**src/include/smbus_pkg.sv**
```systemverilog
package smbus_pkg;

	// ****************************************
	// Bit framing
	// ****************************************
	localparam int unsigned CLK_PER_BIT_MIN = 20;   // Fewest sysclk per bit
	localparam logic [3:0]  FIRST_BIT       = 4'h0; // First bit of a byte
	localparam logic [3:0]  LAST_DATA_BIT   = 4'h7; // Eighth bit of a byte
	localparam logic [3:0]  ACK_BIT         = 4'h8; // Acknowledge slot
	localparam int          ADDR_DIR_BIT    = 0;    // Direction in address
	localparam logic        DIR_READ        = 1'b1; // Read from slave
	localparam logic        ACK_LEVEL       = 1'b0; // SDA level of an ACK

	// ****************************************
	// Bit clock timing, in source overflows
	// ****************************************
	localparam logic [1:0]  HIGH_TICKS         = 2'h2; // SCL high, low is one
	localparam int          FREE_TIMEOUT_TICKS = 10;   // Idle ticks to free

	// ****************************************
	// Line levels
	// ****************************************
	localparam logic        LINE_IDLE   = 1'b1; // Pulled-up bus level
	localparam logic        DRIVE_LEVEL = 1'b0; // Only level ever driven

	// ****************************************
	// Controller state
	// ****************************************
	typedef enum logic [3:0] {
		ST_IDLE, ST_START, ST_LOW, ST_HIGH, ST_HOLD,
		ST_WAIT, ST_STOP, ST_RSTART, ST_RISE
	} state_t;

	typedef struct packed {
		state_t     st;        // Sequencer state
		logic [3:0] bitCnt;    // Bit within byte, 8 is acknowledge
		logic [7:0] shift;     // Serial shifter
		logic [7:0] pendAddr;  // Address byte of queued start
		logic [7:0] rxByte;    // Last completed byte
		logic [1:0] tickCnt;   // Ticks spent in SCL high
		logic       sampled;   // SDA taken this high phase
		logic       master;    // We own the clock
		logic       addrPh;    // Address byte in flight
		logic       dirRead;   // Transaction reads from slave
		logic       ackAssert; // ACK (not NACK) to send
		logic       ackSeen;   // ACK seen on last byte
		logic       stopAfter; // Stop, not restart, on the rise
		logic       startPend; // Master start queued
		logic       sclOe;     // Pull SCL low
		logic       sdaOe;     // Pull SDA low
		logic       evt;       // Byte event flag
		logic       arb;       // Arbitration lost flag
		logic       tmo;       // SCL low timeout flag
		logic       reload;    // Timeout timer reload request
		logic       busy;      // Bus seen busy
		logic       txMode;    // We drive SDA on data bits
		logic       lowLevel;  // Constant driven level
	} ctl_t;

endpackage : smbus_pkg

```
**src/include/bus_sense_if.sv**
```systemverilog
// Sampled line view shared by sampler, monitor and sequencer
interface bus_sense_if;
	logic sclS;     // Synchronised SCL
	logic sdaS;     // Synchronised SDA
	logic sclRise;  // SCL went high
	logic sclFall;  // SCL went low
	logic startDet; // START seen on the bus
	logic stopDet;  // STOP seen on the bus
	logic busFree;  // Bus may be taken

	modport sampler (output sclS, sdaS, sclRise, sclFall, startDet, stopDet);
	modport monitor (input sclS, sdaS, startDet, stopDet, output busFree);
	modport ctrl    (input sclS, sdaS, sclRise, sclFall, startDet, stopDet,
		busFree);
endinterface : bus_sense_if

```
**src/core/smbus_master_slave_controller.sv**
```systemverilog
// Operation
// - Bit rate up to sysclk over twenty
// - START, address, data bytes, then STOP
// - Address bit zero: 1 read, 0 write
// - ACK is SDA low during high SCL
// - Master writes bytes, awaits slave ACK
// - Slave sends read bytes, awaits master ACK
// - Master ends transfer with STOP
// - Sender drives byte, receiver drives ACK
// - Master starts only on free bus
// - Released high but seen low: lose
// - Loser continues as slave if addressed
// - Master waits for released SCL high
// - SCL low timeout resets communication
// - Per-instance timer counts SCL low time
// - Timer reloads high, counts SCL low
// - Free after more than ten idle bit clocks
// - Pending START issued once bus frees
// - Free timeout needs bit clock running
// - Software or hardware address and ACK
// - Processor moves bytes, hardware shifts bits
// - Lines only pulled low, open drain
// - Both instances identical apart from timers
// - Event timing around ACK by mode
// - Bit rate one third of ticks
module smbus_master_slave_controller #(
	parameter int FREE_TICKS = smbus_pkg::FREE_TIMEOUT_TICKS
) (
	input  wire logic       clk,
	input  wire logic       sys_rst,
	input  wire logic       enable,
	input  wire logic       slaveInhibit,
	input  wire logic       hwAckEnable,
	input  wire logic       sclLowTimeoutEnable,
	input  wire logic       busFreeTimeoutEnable,
	input  wire logic [6:0] slaveAddr,
	input  wire logic       bitClockTick,
	input  wire logic       sclLowTimerOvf,
	input  wire logic       cmdStart,
	input  wire logic       cmdStop,
	input  wire logic       cmdGo,
	input  wire logic [7:0] txData,
	input  wire logic       ackOut,
	input  wire logic       flagClear,
	input  wire logic       sclIn,
	input  wire logic       sdaIn,
	output logic            sclOut,
	output logic            sclOe,
	output logic            sdaOut,
	output logic            sdaOe,
	output logic            sclLowTimerReload,
	output logic            byteEvent,
	output logic            arbLostEvent,
	output logic            sclTimeoutEvent,
	output logic [7:0]      rxData,
	output logic            ackReceived,
	output logic            masterMode,
	output logic            transmitMode,
	output logic            busBusy
);

	// ****************************************
	// Line sensing and bus-free tracking
	// ****************************************
	bus_sense_if bus ();

	// Pins are asynchronous: sampler holds the synchronisers
	line_sampler u_sampler (
		.clk     (clk),
		.sys_rst (sys_rst),
		.sclIn   (sclIn),
		.sdaIn   (sdaIn),
		.bus     (bus.sampler)
	);

	// Free timeout runs on the selected bit clock overflows
	bus_free_monitor #(
		.FREE_TICKS (FREE_TICKS)
	) u_monitor (
		.clk                  (clk),
		.sys_rst              (sys_rst),
		.bitClockTick         (bitClockTick),
		.busFreeTimeoutEnable (busFreeTimeoutEnable),
		.bus                  (bus.monitor)
	);

	// ****************************************
	// Helpers
	// ****************************************
	// True when we drive SDA on data bits of the byte
	function automatic logic isTx(input logic master, input logic addrPh,
		input logic dirRead);
		isTx = addrPh ? master
			: (master ? (dirRead != smbus_pkg::DIR_READ)
			: (dirRead == smbus_pkg::DIR_READ));
	endfunction : isTx

	// Whether SDA is pulled low during the current bit
	function automatic logic sdaLow(input smbus_pkg::ctl_t c);
		logic tx;
		tx = isTx(c.master, c.addrPh, c.dirRead);
		if (c.bitCnt == smbus_pkg::ACK_BIT) begin
			sdaLow = !tx && c.ackAssert;
		end else begin
			sdaLow = tx && (c.shift[7] == smbus_pkg::DRIVE_LEVEL);
		end
	endfunction : sdaLow

	smbus_pkg::ctl_t q; // Registered state
	smbus_pkg::ctl_t d; // Next state
	logic            adv;     // Bit finished, move on
	logic            tmoHit;  // SCL low timeout fired
	logic            curTx;   // Current byte transmitted by us

	assign tmoHit = sclLowTimeoutEnable && sclLowTimerOvf;
	assign curTx  = isTx(q.master, q.addrPh, q.dirRead);

	// ****************************************
	// Sequencer
	// ****************************************
	// One process computes every next value of the state record
	always_comb begin
		adv = 1'b0;
		d = q;
		d.reload = enable && sclLowTimeoutEnable && bus.sclS;
		d.busy = !bus.busFree;
		d.lowLevel = smbus_pkg::DRIVE_LEVEL;
		// Clear first so a same-cycle set below wins
		if (flagClear) begin
			d.evt = 1'b0;
			d.arb = 1'b0;
			d.tmo = 1'b0;
		end
		// Address byte is kept apart from the shifter
		if (cmdStart && q.st == smbus_pkg::ST_IDLE) begin
			d.startPend = 1'b1;
			d.pendAddr = txData;
		end
		case (q.st)
			smbus_pkg::ST_IDLE: begin
				// Wait for free bus, also after free timeout
				if (q.startPend && bus.busFree) begin
					d.st = smbus_pkg::ST_START;
					d.startPend = 1'b0;
					d.master = 1'b1;
					d.addrPh = 1'b1;
					d.shift = q.pendAddr;
					d.dirRead = q.pendAddr[smbus_pkg::ADDR_DIR_BIT];
					d.sdaOe = 1'b1;
				end
			end
			smbus_pkg::ST_START: begin
				// SDA low held a tick, then clock goes low
				if (bitClockTick) begin
					d.sclOe = 1'b1;
					d.bitCnt = smbus_pkg::FIRST_BIT;
					d.st = smbus_pkg::ST_LOW;
				end
			end
			smbus_pkg::ST_LOW: begin
				if (q.master) begin
					// Release only once SDA has settled
					if (bitClockTick && !bus.sclS && q.sdaOe == sdaLow(q)) begin
						d.sclOe = 1'b0;
						d.sampled = 1'b0;
						d.tickCnt = '0;
						d.st = smbus_pkg::ST_HIGH;
					end
				end else if (bus.sclRise) begin
					d.sampled = 1'b1;
					d.st = smbus_pkg::ST_HIGH;
					if (q.bitCnt == smbus_pkg::ACK_BIT) begin
						d.ackSeen = (bus.sdaS == smbus_pkg::ACK_LEVEL);
					end else begin
						d.shift = {q.shift[6:0], bus.sdaS};
					end
				end
			end
			smbus_pkg::ST_HIGH: begin
				if (!q.master) begin
					if (bus.sclFall) begin
						adv = 1'b1;
					end
				end else if (!q.sampled) begin
					// A stretching slave keeps us here
					if (bus.sclS) begin
						d.sampled = 1'b1;
						if (q.bitCnt == smbus_pkg::ACK_BIT) begin
							d.ackSeen = (bus.sdaS == smbus_pkg::ACK_LEVEL);
						end else begin
							d.shift = {q.shift[6:0], bus.sdaS};
						end
						// Released high yet read low: another master won
						if (curTx && q.bitCnt != smbus_pkg::ACK_BIT &&
							!q.sdaOe && !bus.sdaS) begin
							d.arb = 1'b1;
							d.master = 1'b0;
							d.sclOe = 1'b0;
							if (!q.addrPh) begin
								d.st = smbus_pkg::ST_IDLE;
							end
						end
					end
				end else if (bitClockTick) begin
					d.tickCnt = q.tickCnt + 2'h1;
					if (q.tickCnt == smbus_pkg::HIGH_TICKS - 2'h1) begin
						d.sclOe = 1'b1;
						adv = 1'b1;
					end
				end
			end
			smbus_pkg::ST_HOLD: begin
				// Software picks the outgoing ACK while SCL is held
				if (cmdGo) begin
					d.ackAssert = ackOut;
					d.stopAfter = cmdStop;
					d.bitCnt = smbus_pkg::ACK_BIT;
					d.sclOe = q.master;
					d.st = smbus_pkg::ST_LOW;
				end
			end
			smbus_pkg::ST_WAIT: begin
				if (q.master && cmdStop) begin
					d.st = smbus_pkg::ST_STOP;
				end else if (q.master && cmdStart) begin
					d.st = smbus_pkg::ST_RSTART;
					d.pendAddr = txData;
				end else if (!q.master && cmdStop) begin
					d.st = smbus_pkg::ST_IDLE;
					d.sclOe = 1'b0;
					d.sdaOe = 1'b0;
				end else if (cmdGo) begin
					// Next byte handed over whole
					if (isTx(q.master, 1'b0, q.dirRead)) begin
						d.shift = txData;
					end
					d.ackAssert = ackOut;
					d.stopAfter = 1'b0;
					d.bitCnt = smbus_pkg::FIRST_BIT;
					d.sclOe = q.master;
					d.st = smbus_pkg::ST_LOW;
				end
			end
			smbus_pkg::ST_STOP: begin
				// SDA low under low SCL, then release SCL
				if (!q.sdaOe) begin
					if (!bus.sclS) begin
						d.sdaOe = 1'b1;
					end
				end else if (bitClockTick) begin
					d.sclOe = 1'b0;
					d.stopAfter = 1'b1;
					d.st = smbus_pkg::ST_RISE;
				end
			end
			smbus_pkg::ST_RSTART: begin
				// SDA released first so it can fall again
				d.sdaOe = 1'b0;
				if (bitClockTick && !q.sdaOe) begin
					d.sclOe = 1'b0;
					d.stopAfter = 1'b0;
					d.st = smbus_pkg::ST_RISE;
				end
			end
			smbus_pkg::ST_RISE: begin
				// SDA moves only under a released high clock
				if (bus.sclS && bitClockTick) begin
					if (q.stopAfter) begin
						d.sdaOe = 1'b0;
						d.master = 1'b0;
						d.st = smbus_pkg::ST_IDLE;
					end else begin
						d.sdaOe = 1'b1;
						d.addrPh = 1'b1;
						d.shift = q.pendAddr;
						d.dirRead = q.pendAddr[smbus_pkg::ADDR_DIR_BIT];
						d.st = smbus_pkg::ST_START;
					end
				end
			end
			default: begin
				d.st = smbus_pkg::ST_IDLE;
			end
		endcase

		// Byte bookkeeping at the end of every bit
		if (adv) begin
			d.tickCnt = '0;
			d.st = smbus_pkg::ST_LOW;
			if (q.bitCnt < smbus_pkg::LAST_DATA_BIT) begin
				d.bitCnt = q.bitCnt + 4'h1;
			end else if (q.bitCnt == smbus_pkg::LAST_DATA_BIT) begin
				d.rxByte = d.shift;
				d.bitCnt = smbus_pkg::ACK_BIT;
				if (q.addrPh && !q.master) begin
					d.dirRead = d.shift[smbus_pkg::ADDR_DIR_BIT];
				end
				if (curTx) begin
					d.ackAssert = 1'b0;
				end else if (q.addrPh && !q.master && slaveInhibit) begin
					d.ackAssert = 1'b0;
				end else if (hwAckEnable) begin
					d.ackAssert = (q.addrPh && !q.master) ?
						(d.shift[7:1] == slaveAddr) : ackOut;
				end else begin
					// Receiving without hardware ACK: event before ACK
					d.st = smbus_pkg::ST_HOLD;
					d.evt = 1'b1;
					d.sclOe = 1'b1;
				end
			end else begin
				d.addrPh = 1'b0;
				d.bitCnt = smbus_pkg::FIRST_BIT;
				if (!q.master && q.addrPh && !q.ackAssert) begin
					d.st = smbus_pkg::ST_IDLE;
					d.sdaOe = 1'b0;
				end else if (!q.master && curTx && !d.ackSeen) begin
					d.st = smbus_pkg::ST_IDLE;
					d.evt = 1'b1;
					d.sdaOe = 1'b0;
				end else if (hwAckEnable || curTx ||
					isTx(q.master, 1'b0, q.dirRead)) begin
					// Event after ACK, clock held until software acts
					d.st = smbus_pkg::ST_WAIT;
					d.evt = 1'b1;
					d.sclOe = 1'b1;
				end else if (q.master && q.stopAfter) begin
					d.st = smbus_pkg::ST_STOP;
				end
			end
		end

		// Bus conditions seen while we are not the master
		if (!q.master && bus.stopDet) begin
			d.st = smbus_pkg::ST_IDLE;
			d.sclOe = 1'b0;
			d.sdaOe = 1'b0;
		end else if (!q.master && bus.startDet) begin
			d.st = smbus_pkg::ST_LOW;
			d.bitCnt = smbus_pkg::FIRST_BIT;
			d.addrPh = 1'b1;
			d.sclOe = 1'b0;
			d.sdaOe = 1'b0;
		end

		// SDA changes only while SCL is seen low
		if (d.st == smbus_pkg::ST_LOW && !bus.sclS) begin
			d.sdaOe = sdaLow(d);
		end

		// Disable or SCL low timeout abandons the transfer; only disable drops a queued start
		if (!enable || tmoHit) begin
			d.st = smbus_pkg::ST_IDLE;
			d.sclOe = 1'b0;
			d.sdaOe = 1'b0;
			d.master = 1'b0;
			d.startPend = d.startPend && enable;
			d.tmo = d.tmo || tmoHit;
		end
		d.txMode = isTx(d.master, d.addrPh, d.dirRead);
	end

	// Every field of the state record registered here
	always_ff @(posedge clk) begin
		if (sys_rst) begin
			q <= '{st: smbus_pkg::ST_IDLE, lowLevel: smbus_pkg::DRIVE_LEVEL,
				default: '0};
		end else begin
			q <= d;
		end
	end

	// ****************************************
	// Outputs, all from flip-flops
	// ****************************************
	assign sclOut            = q.lowLevel;
	assign sdaOut            = q.lowLevel;
	assign sclOe             = q.sclOe;
	assign sdaOe             = q.sdaOe;
	assign sclLowTimerReload = q.reload;
	assign byteEvent         = q.evt;
	assign arbLostEvent      = q.arb;
	assign sclTimeoutEvent   = q.tmo;
	assign rxData            = q.rxByte;
	assign ackReceived       = q.ackSeen;
	assign masterMode        = q.master;
	assign transmitMode      = q.txMode;
	assign busBusy           = q.busy;
endmodule : smbus_master_slave_controller

```
**src/core/line_sampler.sv**
```systemverilog
module line_sampler (
	input  wire logic clk,
	input  wire logic sys_rst,
	input  wire logic sclIn,
	input  wire logic sdaIn,
	bus_sense_if.sampler bus
);
	// ****************************************
	// Two-stage synchronisers plus history
	// ****************************************
	typedef struct packed {
		logic sclM; // First stage, read by second only
		logic sdaM;
		logic sclS; // Second stage
		logic sdaS;
		logic sclP; // Previous stable value
		logic sdaP;
	} samp_t;

	samp_t q;
	samp_t d;

	// Shift pins through; edges come from stable stages only
	always_comb begin
		d = q;
		d.sclM = sclIn;
		d.sdaM = sdaIn;
		d.sclS = q.sclM;
		d.sdaS = q.sdaM;
		d.sclP = q.sclS;
		d.sdaP = q.sdaS;
	end

	// Reset to released lines so no false edge appears
	always_ff @(posedge clk) begin
		if (sys_rst) begin
			q <= '{default: smbus_pkg::LINE_IDLE};
		end else begin
			q <= d;
		end
	end

	assign bus.sclS     = q.sclS;
	assign bus.sdaS     = q.sdaS;
	assign bus.sclRise  = q.sclS && !q.sclP;
	assign bus.sclFall  = !q.sclS && q.sclP;
	assign bus.startDet = q.sclS && q.sclP && q.sdaP && !q.sdaS;
	assign bus.stopDet  = q.sclS && q.sclP && !q.sdaP && q.sdaS;
endmodule : line_sampler

```
**src/core/bus_free_monitor.sv**
```systemverilog
module bus_free_monitor #(
	parameter int FREE_TICKS = smbus_pkg::FREE_TIMEOUT_TICKS
) (
	input  wire logic clk,
	input  wire logic sys_rst,
	input  wire logic bitClockTick,
	input  wire logic busFreeTimeoutEnable,
	bus_sense_if.monitor bus
);
	localparam int CW = $clog2(FREE_TICKS + 2);
	localparam logic [CW-1:0] LIMIT = CW'(FREE_TICKS + 1); // More than N

	// ****************************************
	// Busy tracking
	// ****************************************
	typedef struct packed {
		logic          busy; // START or low SCL seen, no end yet
		logic [CW-1:0] cnt;  // Ticks with both lines high
	} mon_t;

	mon_t q;
	mon_t d;

	// Counting needs the bit clock even for a pure slave
	always_comb begin
		d = q;
		if (!bus.sclS || !bus.sdaS) begin
			d.cnt = '0;
		end else if (bitClockTick && q.cnt != LIMIT) begin
			d.cnt = q.cnt + CW'(1);
		end
		if (bus.startDet || !bus.sclS) begin
			d.busy = 1'b1;
		end else if (bus.stopDet) begin
			d.busy = 1'b0;
		end else if (busFreeTimeoutEnable && q.cnt == LIMIT) begin
			d.busy = 1'b0;
		end
	end

	// Assume busy out of reset until idle is proven
	always_ff @(posedge clk) begin
		if (sys_rst) begin
			q <= '{busy: 1'b1, cnt: '0};
		end else begin
			q <= d;
		end
	end

	assign bus.busFree = !q.busy;
endmodule : bus_free_monitor

```
**config.mk**
```make
export PLATFORM = sky130hd
export DESIGN_NAME = smbus_master_slave_controller
export DESIGN_NICKNAME = d
export VERILOG_FILES = /design/src/include/smbus_pkg.sv /design/src/include/bus_sense_if.sv /design/src/core/smbus_master_slave_controller.sv /design/src/core/line_sampler.sv /design/src/core/bus_free_monitor.sv
export SDC_FILE = /design/constraint.sdc
export NUM_CORES = 1
export LEC_CHECK = 0
export BUFFER_PORTS_ARGS = -buffer_cell sky130_fd_sc_hd__clkbuf_2
export CORE_MARGIN = 3
export CORE_UTILIZATION = 55
export CTS_CLUSTER_DIAMETER = 120
export DETAILED_ROUTE_END_ITERATION = 6
export PLACE_DENSITY = 0.77
export SLEW_MARGIN = 25
export SYNTH_ARGS = -nofsm -noshare
export SYNTH_HDL_FRONTEND = slang
export SYNTH_SLANG_ARGS = --single-unit
```
**constraint.sdc**
```tcl
create_clock -name clk -period 7.12 [get_ports clk]
set_input_delay 0.712 -clock clk [delete_from_list [all_inputs] [get_ports clk]]
set_output_delay 0.712 -clock clk [all_outputs]
set_load 0.005 [all_outputs]
```
==> results.sh, run 1 <==
export IMPL_cp_slowest_cell="dfxtp_1"
export IMPL_fin_ws_ps=3820
export IMPL_grt_use_total_pct=28.5
export IMPL_path_clk_slew_ps=70
export IMPL_crit_chain="and4bb_2 > a21bo_1 > nor3_2 > nand3_1 > a2111oi_0 > o211ai_1 > o31a_1 > o21ai_1"
export IMPL_cpPeakStageDelay_ps=900
export IMPL_clk_path_buf_depth=2
export IMPL_yosysSeqAreaShare_pct=32.3
export IMPL_powerDensity_mw_per_mm2=183
export IMPL_core_mm2=0.00649
export IMPL_reg2reg_slack_ps=3820
export IMPL_final_area_mm2=0.00413
export IMPL_p_leak_nw=1.63
export IMPL_dr_total_vias=3814
export IMPL_viasPerCell=6.63
export IMPL_numCtsBuffers=9
export IMPL_post_cts_buffers=0
export IMPL_timing_rr_end="sdaOe"
export IMPL_fp_dieW_um=89.0
export IMPL_grt_max_degree=47
export IMPL_final_antenna_net_count=0
export IMPL_die_area_mm2=0.00791
export IMPL_syn_avg_cell_area_um2=8.02
export IMPL_nFillCells=568
export IMPL_fin_worst_skew_ps=9.02
export IMPL_drt_iter0_markers=553
export IMPL_criticalPathCategory="reg -> reg"
export IMPL_htree_num_levels=3
export IMPL_holdPathEnd="u_sampler.bus.sdaS"
export IMPL_first_pass_iters=7
export IMPL_synth_top_area_cell="dfxtp_1"
export IMPL_fin_setup_tns_ps=0
export IMPL_finalCritPeriodShare_pct=46.4
export IMPL_synth_area_top_cells="dfxtp_1 (32%), nor2_1 (6.0%), nand2_1 (3.8%), mux2i_1 (3.7%), a21oi_1 (3.2%)"
export IMPL_dpl_hpwl_um=7900
export IMPL_syn_area_mm2=0.00378
export IMPL_port_buffers=48
export IMPL_peakVddDrop_mv=0.112
export IMPL_holdCritPathClass="reg -> reg"
export IMPL_cts_resized=0
export IMPL_finalHoldViolations=0
export IMPL_synth_top_cell_area_share_pct=32.3
export IMPL_hold_depth=1
export IMPL_synth_main_ff_cell="dfxtp_1"
export IMPL_slew_headroom_pct=37.7
export IMPL_dpl_cell_area_mm2=0.00392
export IMPL_status="finished clean"
export IMPL_cts_hold_buf=0
export IMPL_fmax_mhz=303
export IMPL_critPathArrivalTime_ps=3580
export IMPL_die_h_um=89.0
export IMPL_setup_viol=0
export IMPL_wl_per_cell_um=19.2
export IMPL_synth_edf_count=0
export IMPL_power_w=0.000756
export IMPL_utilization_pct=63.6
export IMPL_rsz0062_at_grt="false"
export IMPL_fin_nets=528
export IMPL_synthCells=472
export IMPL_cts_sinks=61
export IMPL_post_route_min_period_ps=3300
export IMPL_syn_to_final_growth_pct=9.22
export IMPL_grt_first_pass_wirelength_um=17200
export IMPL_num_io_pins=51
export IMPL_dp_slack_ps=3580
export IMPL_synth_warnings=0
export IMPL_crit_path_start_kind="flop"
export IMPL_slew_violations=0
export IMPL_synth_cell_types=80
export IMPL_drc=0
export IMPL_clkLatencyLatePin_ps=350
export IMPL_crit_path_end_kind="flop"
export IMPL_diodes=0
export IMPL_grt_remaining_overflow=0
export IMPL_start_util_pct=58.3
export IMPL_gp_congestion=0.991
export IMPL_final_cell_mix="nor2_1 (61), dfxtp_1 (61), clkbuf_2 (48)"
export IMPL_routed_wl_um=11000
export IMPL_grt_pass1_vias=3410
export IMPL_worst_r2r_path_depth=8
export IMPL_ys_ff_latch=61
export IMPL_tightest_slew_ps=935
export IMPL_r2r_start="q[47]"
export IMPL_cap_viol_max_count=0
export IMPL_async_reset_ff_share_pct=0
export IMPL_cts_tree="done"
export IMPL_ctsRootBufferMaster="clkbuf_8"
export IMPL_rows=29
export IMPL_min_from="u_sampler.d[2]"
export IMPL_crit_fanout=27
export IMPL_drive_above_1_share_pct=17.9
export IMPL_required_ps=7400
export IMPL_antenna_found_initial=0
-- layer usage --
layer / vias to the layer above / wire length (um) / global-route usage (%) / share of wire (%)
met2: 269 / 4760 / 39.6 / 43
met5: - / 0 / 0 / 0
met1: 1763 / 4700 / 41.4 / 43
met4: 0 / 269 / 11.5 / 2.4
li1: 1749 / - / - / -
met3: 33 / 1290 / 7.83 / 12
-- worst max-delay path, delay by kind of cell (launching register included) --
kind / cells / cell delay [ps]
AND/OR/NAND/NOR: 3 / 970
AO/OA/AOI/OAI: 5 / 1350
flip-flops: 1 / 900
-- metrics by stage --
step | hold slack, ps | std cells
2_1_floorplan | 389 | 473
3_3_place_gp | 390 | 559
3_5_place_dp | 394 | 559
4_1_cts | 411 | 575
5_1_grt | 417 | 575
6_report | 409 | 575
-- logic make-up after synthesis --
group,count (synthesis),share of synthesized area [%]
simple gates,194,27.9
compound gates,124,23.5
flops,61,32.3
buf+inv,59,7.70
mux,15,4.00
xor+xnor,14,3.24
fa+ha+maj,4,1.32
other cells,1,0.0991
-- worst max-delay path by stage --
stage                       startpoint     to  slack [ps]  cells past startpoint
after floorplan                cmdStop  sdaOe        4590                      9
after global placement    bitClockTick  sdaOe        3760                      9
after detailed placement  bitClockTick  sdaOe        3580                      9
after CTS                        q[47]  sdaOe        3620                      8
after global routing             q[47]  sdaOe        3600                      8
final                            q[47]  sdaOe        3820                      8
-- where the power goes --
group | switching (W) | leakage [nW] | internal (W)
sequential | 0.00000727 | 0.495 | 0.000348
clock | 0.000150 | 0.107 | 0.000197
combinational | 0.0000320 | 1.02 | 0.0000213
total | 0.000189 | 1.63 | 0.000566
-- cell type report --
class / count / area [um2] / area share (%)
Multi-Input combinational cell: 353 / 2280 / 55.1
Sequential cell: 61 / 1220 / 29.5
Timing Repair Buffer: 50 / 255 / 6.17
Clock buffer: 10 / 128 / 3.09
Tap cell: 77 / 96.3 / 2.33
Clock inverter: 6 / 86.3 / 2.09
Inverter: 18 / 67.6 / 1.63
-- cells in the mapped netlist, drive strengths merged, types with 4 or more instances --
master / n
nand2: 38
nor3b: 4
or3: 4
xnor2: 4
a211oi: 11
dfxtp: 61
o21ai: 25
nand4: 9
a31oi: 6
a21oi: 25
xor2: 10
o32ai: 4
mux2i: 14
clkbuf: 15
nor3: 8
nor2: 61
nand3b: 5
a22o: 6
nand2b: 8
or2: 8
nor2b: 10
nand3: 11
buf: 26
a221oi: 8
inv: 18
ha: 4
-- state kept, by name, indices dropped and copies added, names as in the netlist, 2 cells and up --
register     count
rxData           8
u_sampler.q      2
u_sampler.d      2
u_monitor.q      5
q               32
Note: power is estimated with default switching activity, not from simulation.
==> inputs of run 2 (changes only) <==
==> constraint.sdc (replaced) <==
create_clock -name clk -period 3.29 [get_ports clk]
set_input_delay 0.329 -clock clk [delete_from_list [all_inputs] [get_ports clk]]
set_output_delay 0.329 -clock clk [all_outputs]
set_load 0.005 [all_outputs]
==> run 2 against run 1 <==
Total power increased by 120%. Sequential cell count unchanged. Clock skew decreased by 3.8 ps. Setup slack got worse by 3500 ps. Sequential share of layout area decreased by 0.98 points. Register-to-register slack got worse by 3500 ps. Largest cell class unchanged.
==> results.sh, run 2 (synthesis gave the netlist of run 1 again) <==
export IMPL_holdCritPathClass="in -> reg"
export IMPL_utilization_pct=65.8
export IMPL_die_area_mm2=0.00791
export IMPL_num_io_pins=51
export IMPL_grt_met1_usage_pct=41.5
export IMPL_clkLatencyLatePin_ps=340
export IMPL_fp_dieW_um=89.0
export IMPL_status="finished clean"
export IMPL_clk_path_buf_depth=2
export IMPL_dpl_hpwl_um=8460
export IMPL_internal_power_w=0.00127
export IMPL_p_leak_nw=1.72
export IMPL_powerDensity_mw_per_mm2=387
export IMPL_crit_fanout=13
export IMPL_grt_first_pass_wirelength_um=17500
export IMPL_register_area_mm2=0.00122
export IMPL_switching_power_w=0.000388
export IMPL_drt_iter0_markers=414
export IMPL_post_route_min_period_ps=2980
export IMPL_grt_use_total_pct=29.4
export IMPL_crit_path_end_kind="flop"
export IMPL_required_ps=3570
export IMPL_drc=0
export IMPL_peakVddDrop_mv=0.317
export IMPL_core_mm2=0.00649
export IMPL_clkPwrFrac_pct=46.6
export IMPL_cap_viol_max_count=0
export IMPL_grt_remaining_overflow=0
export IMPL_busiest_layer="met2"
export IMPL_top_register="q"
export IMPL_numCtsBuffers=9
export IMPL_drive_above_1_share_pct=20.4
export IMPL_swShare_pct=23.5
export IMPL_power_frac_comb_pct=7.0
export IMPL_grt_pass1_vias=3383
export IMPL_setup_viol=0
export IMPL_cts_hold_buf=0
export IMPL_dr_total_vias=3834
export IMPL_start_util_pct=58.3
export IMPL_finalCritPeriodShare_pct=90.5
export IMPL_finalHoldViolations=0
export IMPL_rows=29
export IMPL_grt_use_met3_pct=8.57
export IMPL_fin_nets=546
export IMPL_p_seq_share_pct=46.4
export IMPL_syn_to_final_growth_pct=13.0
export IMPL_wl_per_cell_um=19.1
export IMPL_final_antenna_net_count=0
export IMPL_fin_worst_skew_ps=5.23
export IMPL_post_cts_buffers=0
export IMPL_fin_setup_tns_ps=0
export IMPL_die_h_um=89.0
export IMPL_placed_cells=577
export IMPL_crit_path_start_kind="flop"
export IMPL_slew_violations=0
export IMPL_cts_sinks=61
export IMPL_antenna_found_initial=0
export IMPL_port_buffers=48
export IMPL_tightest_slew_ps=865
export IMPL_cts_tree="done"
export IMPL_largest_reg_flops=32
export IMPL_final_cell_mix="nor2_1 (61), dfxtp_1 (61), clkbuf_2 (48)"
export IMPL_gp_congestion=1.02
export IMPL_met2_usage_pct=42.9
export IMPL_first_pass_iters=5
export IMPL_fmax_mhz=336
export IMPL_path_clk_slew_ps=70
export IMPL_critPathArrivalTime_ps=3260
export IMPL_multi_input_area_mm2=0.00228
export IMPL_htree_num_levels=3
export IMPL_cts_resized=0
export IMPL_grt_max_degree=46
export IMPL_criticalPathCategory="reg -> reg"
export IMPL_slew_headroom_pct=41.8
export IMPL_routed_wl_um=11300
export IMPL_ctsRootBufferMaster="clkbuf_8"
export IMPL_nFillCells=579
export IMPL_viasPerCell=6.48
export IMPL_rsz0062_at_grt="false"
export IMPL_diodes=0
export IMPL_final_cells=592
[run 2: worst paths after layout]
kind,from,endpoint,slack (ps),cells after the start
setup / recovery,u_sampler.bus.sclS,sdaOe,310,9
hold / removal,sdaIn,u_sampler.d[2],170,2
setup reg to reg,u_sampler.bus.sclS,sdaOe,310,9
hold reg to reg,u_sampler.d[2],u_sampler.bus.sdaS,410,1
[run 2: layout make-up]
type                       count  area share (%)
tap                           77            2.25
inverter                      18            1.58
clock buffer                  12            3.63
clock inverter                 3            1.61
sequential                    61            28.6
multi-input combinational    353            53.2
timing repair buffer          68            9.13
[run 2: power groups by stage]
stage / registers (W) / clock network, W / logic (W)
floorplan: 0.000777 / 0 / 0.0000758
global placement: 0.000784 / 0 / 0.000112
detailed placement: 0.000784 / 0 / 0.000114
CTS: 0.000768 / 0.000777 / 0.000115
global route: 0.000770 / 0.000812 / 0.000128
finish: 0.000768 / 0.000770 / 0.000116
[run 2: stage by stage]
stage	power [W]	instance area [um2]	hold slack, ps	worst slack, ps
finish	0.00165	4280	166	313
global route	0.00171	4280	163	32.2
CTS	0.00166	4280	154	359
detailed placement	0.000898	4050	398	384
global placement	0.000896	4050	391	418
floorplan	0.000853	3790	389	844
[run 2: worst max-delay path, cell delays in order, from the launching register on]
cell      delay (ps)
dfxtp_1          650
inv_2            160
or4_4            560
o41ai_4          350
o311ai_1         150
o21ai_1          210
or4b_4           500
a21oi_2          150
nand2_1           60
o21ai_1          100
[run 2: routing by layer]
layer  up-vias  wire (um)
met1      1817       5150
met2       200       4910
met5         -          0
met4         0        244
met3        28        990
li1       1789          -
==> inputs of run 3 (changes only) <==
--- a/config.mk
+++ b/config.mk
@@ -5,12 +5,14 @@
 export SDC_FILE = /design/constraint.sdc
 export NUM_CORES = 1
 export LEC_CHECK = 0
+export ABC_AREA = 1
 export BUFFER_PORTS_ARGS = -buffer_cell sky130_fd_sc_hd__clkbuf_2
+export CORE_ASPECT_RATIO = 0.75
 export CORE_MARGIN = 3
 export CORE_UTILIZATION = 55
 export CTS_CLUSTER_DIAMETER = 120
 export DETAILED_ROUTE_END_ITERATION = 6
-export PLACE_DENSITY = 0.77
+export PLACE_DENSITY = 0.76
 export SLEW_MARGIN = 25
 export SYNTH_ARGS = -nofsm -noshare
 export SYNTH_HDL_FRONTEND = slang
==> run 3 against run 2 <==
Via count is 25% higher. Synthesized area is 10% higher. Global-route usage rose by 2.8 points. Sequential share of layout area down 2.2 points. Setup slack improved by 270 ps. Non-clock buffer count fell by 18. Final area increased by 8.4%. Sequential cell count is the same. Critical path depth up 3.
==> results.sh, run 3 <==
export IMPL_syn_area_mm2=0.00416
export IMPL_synth_top_cell_area_share_pct=29.3
export IMPL_synth_area_top_cells="dfxtp_1 (29%), nand2_1 (17%), nand3_1 (8.1%), inv_1 (7.9%), nor2_1 (7.5%)"
export IMPL_dr_total_vias=4788
export IMPL_power_frac_comb_pct=9.0
export IMPL_synth_common_cells="nand2_1 (185), inv_1 (88), nor2_1 (83)"
export IMPL_synthCells=693
export IMPL_synth_xor_area_share_pct=0.210
export IMPL_grt_max_degree=25
export IMPL_multi_input_area_mm2=0.00244
export IMPL_wl_per_cell_um=16.0
export IMPL_largest_reg_flops=32
export IMPL_synth_cell_types=40
export IMPL_worst_r2r_path_depth=12
export IMPL_clkLatencyLatePin_ps=360
export IMPL_core_mm2=0.00706
export IMPL_final_antenna_net_count=0
export IMPL_synth_edf_count=0
export IMPL_cap_viol_max_count=0
export IMPL_hold_ws_ps=154
export IMPL_finalCritPeriodShare_pct=82.1
export IMPL_dpl_hpwl_um=10500
export IMPL_rows=26
export IMPL_switching_power_w=0.000453
export IMPL_synth_compound_area_share_pct=15.4
export IMPL_gp_congestion=1.06
export IMPL_viasPerCell=5.73
export IMPL_cts_tree="done"
export IMPL_port_buffers=48
export IMPL_top_register="q"
export IMPL_crit_path_start_kind="flop"
export IMPL_yosysMostFrequentCell="nand2_1"
export IMPL_synth_top_area_cell="dfxtp_1"
export IMPL_post_cts_buffers=0
export IMPL_path_clk_slew_ps=80
export IMPL_synthSimpleGateAreaFrac_pct=41.4
export IMPL_crit_path_end_kind="flop"
export IMPL_synth_adder_area_share_pct=1.20
export IMPL_cts_sinks=61
export IMPL_synthMuxAreaShare_pct=0.241
export IMPL_final_cell_mix="nand2_1 (185), inv_1 (88), nor2_1 (83)"
export IMPL_hold_depth=2
export IMPL_routed_wl_um=13400
export IMPL_yosysSeqAreaShare_pct=29.3
export IMPL_post_route_min_period_ps=2700
export IMPL_criticalPathCategory="reg -> reg"
export IMPL_fp_dieW_um=106
export IMPL_powerDensity_mw_per_mm2=365
export IMPL_rsz0062_at_grt="false"
export IMPL_diodes=0
export IMPL_clk_path_buf_depth=2
export IMPL_drive_above_1_share_pct=14.5
export IMPL_first_pass_iters=5
export IMPL_syn_avg_cell_area_um2=6.01
export IMPL_fin_nets=768
export IMPL_num_io_pins=51
export IMPL_status="finished clean"
export IMPL_finalHoldViolations=0
export IMPL_drt_iter0_markers=629
export IMPL_ctsRootBufferMaster="clkbuf_8"
export IMPL_drc=0
export IMPL_setup_viol=0
export IMPL_internal_power_w=0.00124
export IMPL_die_h_um=81.3
export IMPL_layout_commonest_cell="nand2_1"
export IMPL_p_seq_share_pct=45.4
export IMPL_nFillCells=675
export IMPL_p_leak_nw=2.27
export IMPL_antenna_found_initial=0
export IMPL_grt_use_total_pct=32.2
export IMPL_slew_violations=0
export IMPL_swShare_pct=26.8
export IMPL_fin_setup_tns_ps=0
export IMPL_die_area_mm2=0.00866
export IMPL_cts_hold_buf=0
export IMPL_async_reset_ff_share_pct=0
export IMPL_critPathArrivalTime_ps=2960
export IMPL_synth_main_ff_cell="dfxtp_1"
export IMPL_start_util_pct=59.0
export IMPL_grt_remaining_overflow=0
export IMPL_syn_to_final_growth_pct=11.4
export IMPL_holdCritPathClass="in -> reg"
export IMPL_htree_num_levels=3
export IMPL_required_ps=3540
export IMPL_grt_pass1_vias=4164
export IMPL_register_area_mm2=0.00122
export IMPL_ys_ff_latch=61
export IMPL_fmax_mhz=370
export IMPL_crit_fanout=11
export IMPL_cts_resized=0
export IMPL_synth_warnings=0
export IMPL_peakVddDrop_mv=0.337
export IMPL_grt_first_pass_wirelength_um=21300
export IMPL_fin_worst_skew_ps=14.4
export IMPL_numCtsBuffers=9
export IMPL_clkPwrFrac_pct=45.6
export IMPL_synth_top_family_by_area="simple AND/OR/NAND/NOR gates"
-- run 3: cell types whose count changed after synthesis, moves of 9 or more --
cell and delta:
nor2_1 +22, nor2_2 +9, nor2b_1 -10, clkbuf_1 -9, a21oi_1 +16, nand3_1 +56
o21ai_0 +25, o211ai_1 +11, nand2_1 +147, mux2i_1 -13, xor2_1 -9, buf_2 -10
inv_1 +71
-- run 3: path summary, 6_finish.rpt --
path,start,to,slack (ps)
min,sclIn,u_sampler.d[3],150
max,q[48],transmitMode,590
min reg2reg,u_sampler.d[3],u_sampler.bus.sclS,410
max reg2reg,q[48],transmitMode,590
-- run 3: cell type report --
class	count	share of cell area, %
Clock buffer	10	2.75
Clock inverter	6	2.05
Inverter	99	8.05
Multi-Input combinational cell	512	52.6
Sequential cell	61	26.3
Tap cell	98	2.65
Timing Repair Buffer	50	5.51
-- run 3: power groups by stage --
stage / Clock, W / Sequential [W] / Combinational, W
after CTS: 0.000782 / 0.000768 / 0.000147
after floorplan: 0 / 0.000780 / 0.0000960
after global routing: 0.000817 / 0.000769 / 0.000170
after global placement: 0 / 0.000784 / 0.000144
after detailed placement: 0 / 0.000785 / 0.000146
final: 0.000771 / 0.000768 / 0.000152
-- run 3: cells by family after synthesis --
family          count (synthesis)
compound gates                115
xor+xnor                        1
fa+ha+maj                       4
buf+inv                       121
flops                          61
mux                             1
other cells                     1
simple gates                  389
-- run 3: routing by layer --
metal  track usage [%]  vias to the layer above  share of wire [%]
met3              8.98                       37                 12
met2              46.1                      276                 40
met5                 0                        -                  0
met1              46.8                     2167                 46
li1                  -                     2308                  -
met4              9.58                        0                2.4
-- run 3: per-stage QoR --
step,utilization [%],power (W),cell area (um2),setup slack [ps],cells
after floorplan,-,0.000876,4170,1330,694
after global placement,62.5,0.000928,4410,806,820
after detailed placement,62.5,0.000931,4410,712,820
after CTS,65.7,0.00170,4630,682,836
after global routing,65.7,0.00176,4630,360,836
final,65.7,0.00169,4630,587,836
-- run 3: worst max-delay path, stage by stage (launching register included) --
cell	delay [ps]
dfxtp_1	560
nand2_2	140
nor2_4	270
nand3_1	420
nor2_2	290
nand2_1	140
nor2_1	110
nand3_1	100
nand2_1	90
nand2_1	80
or2_2	270
nand3_1	70
inv_1	40
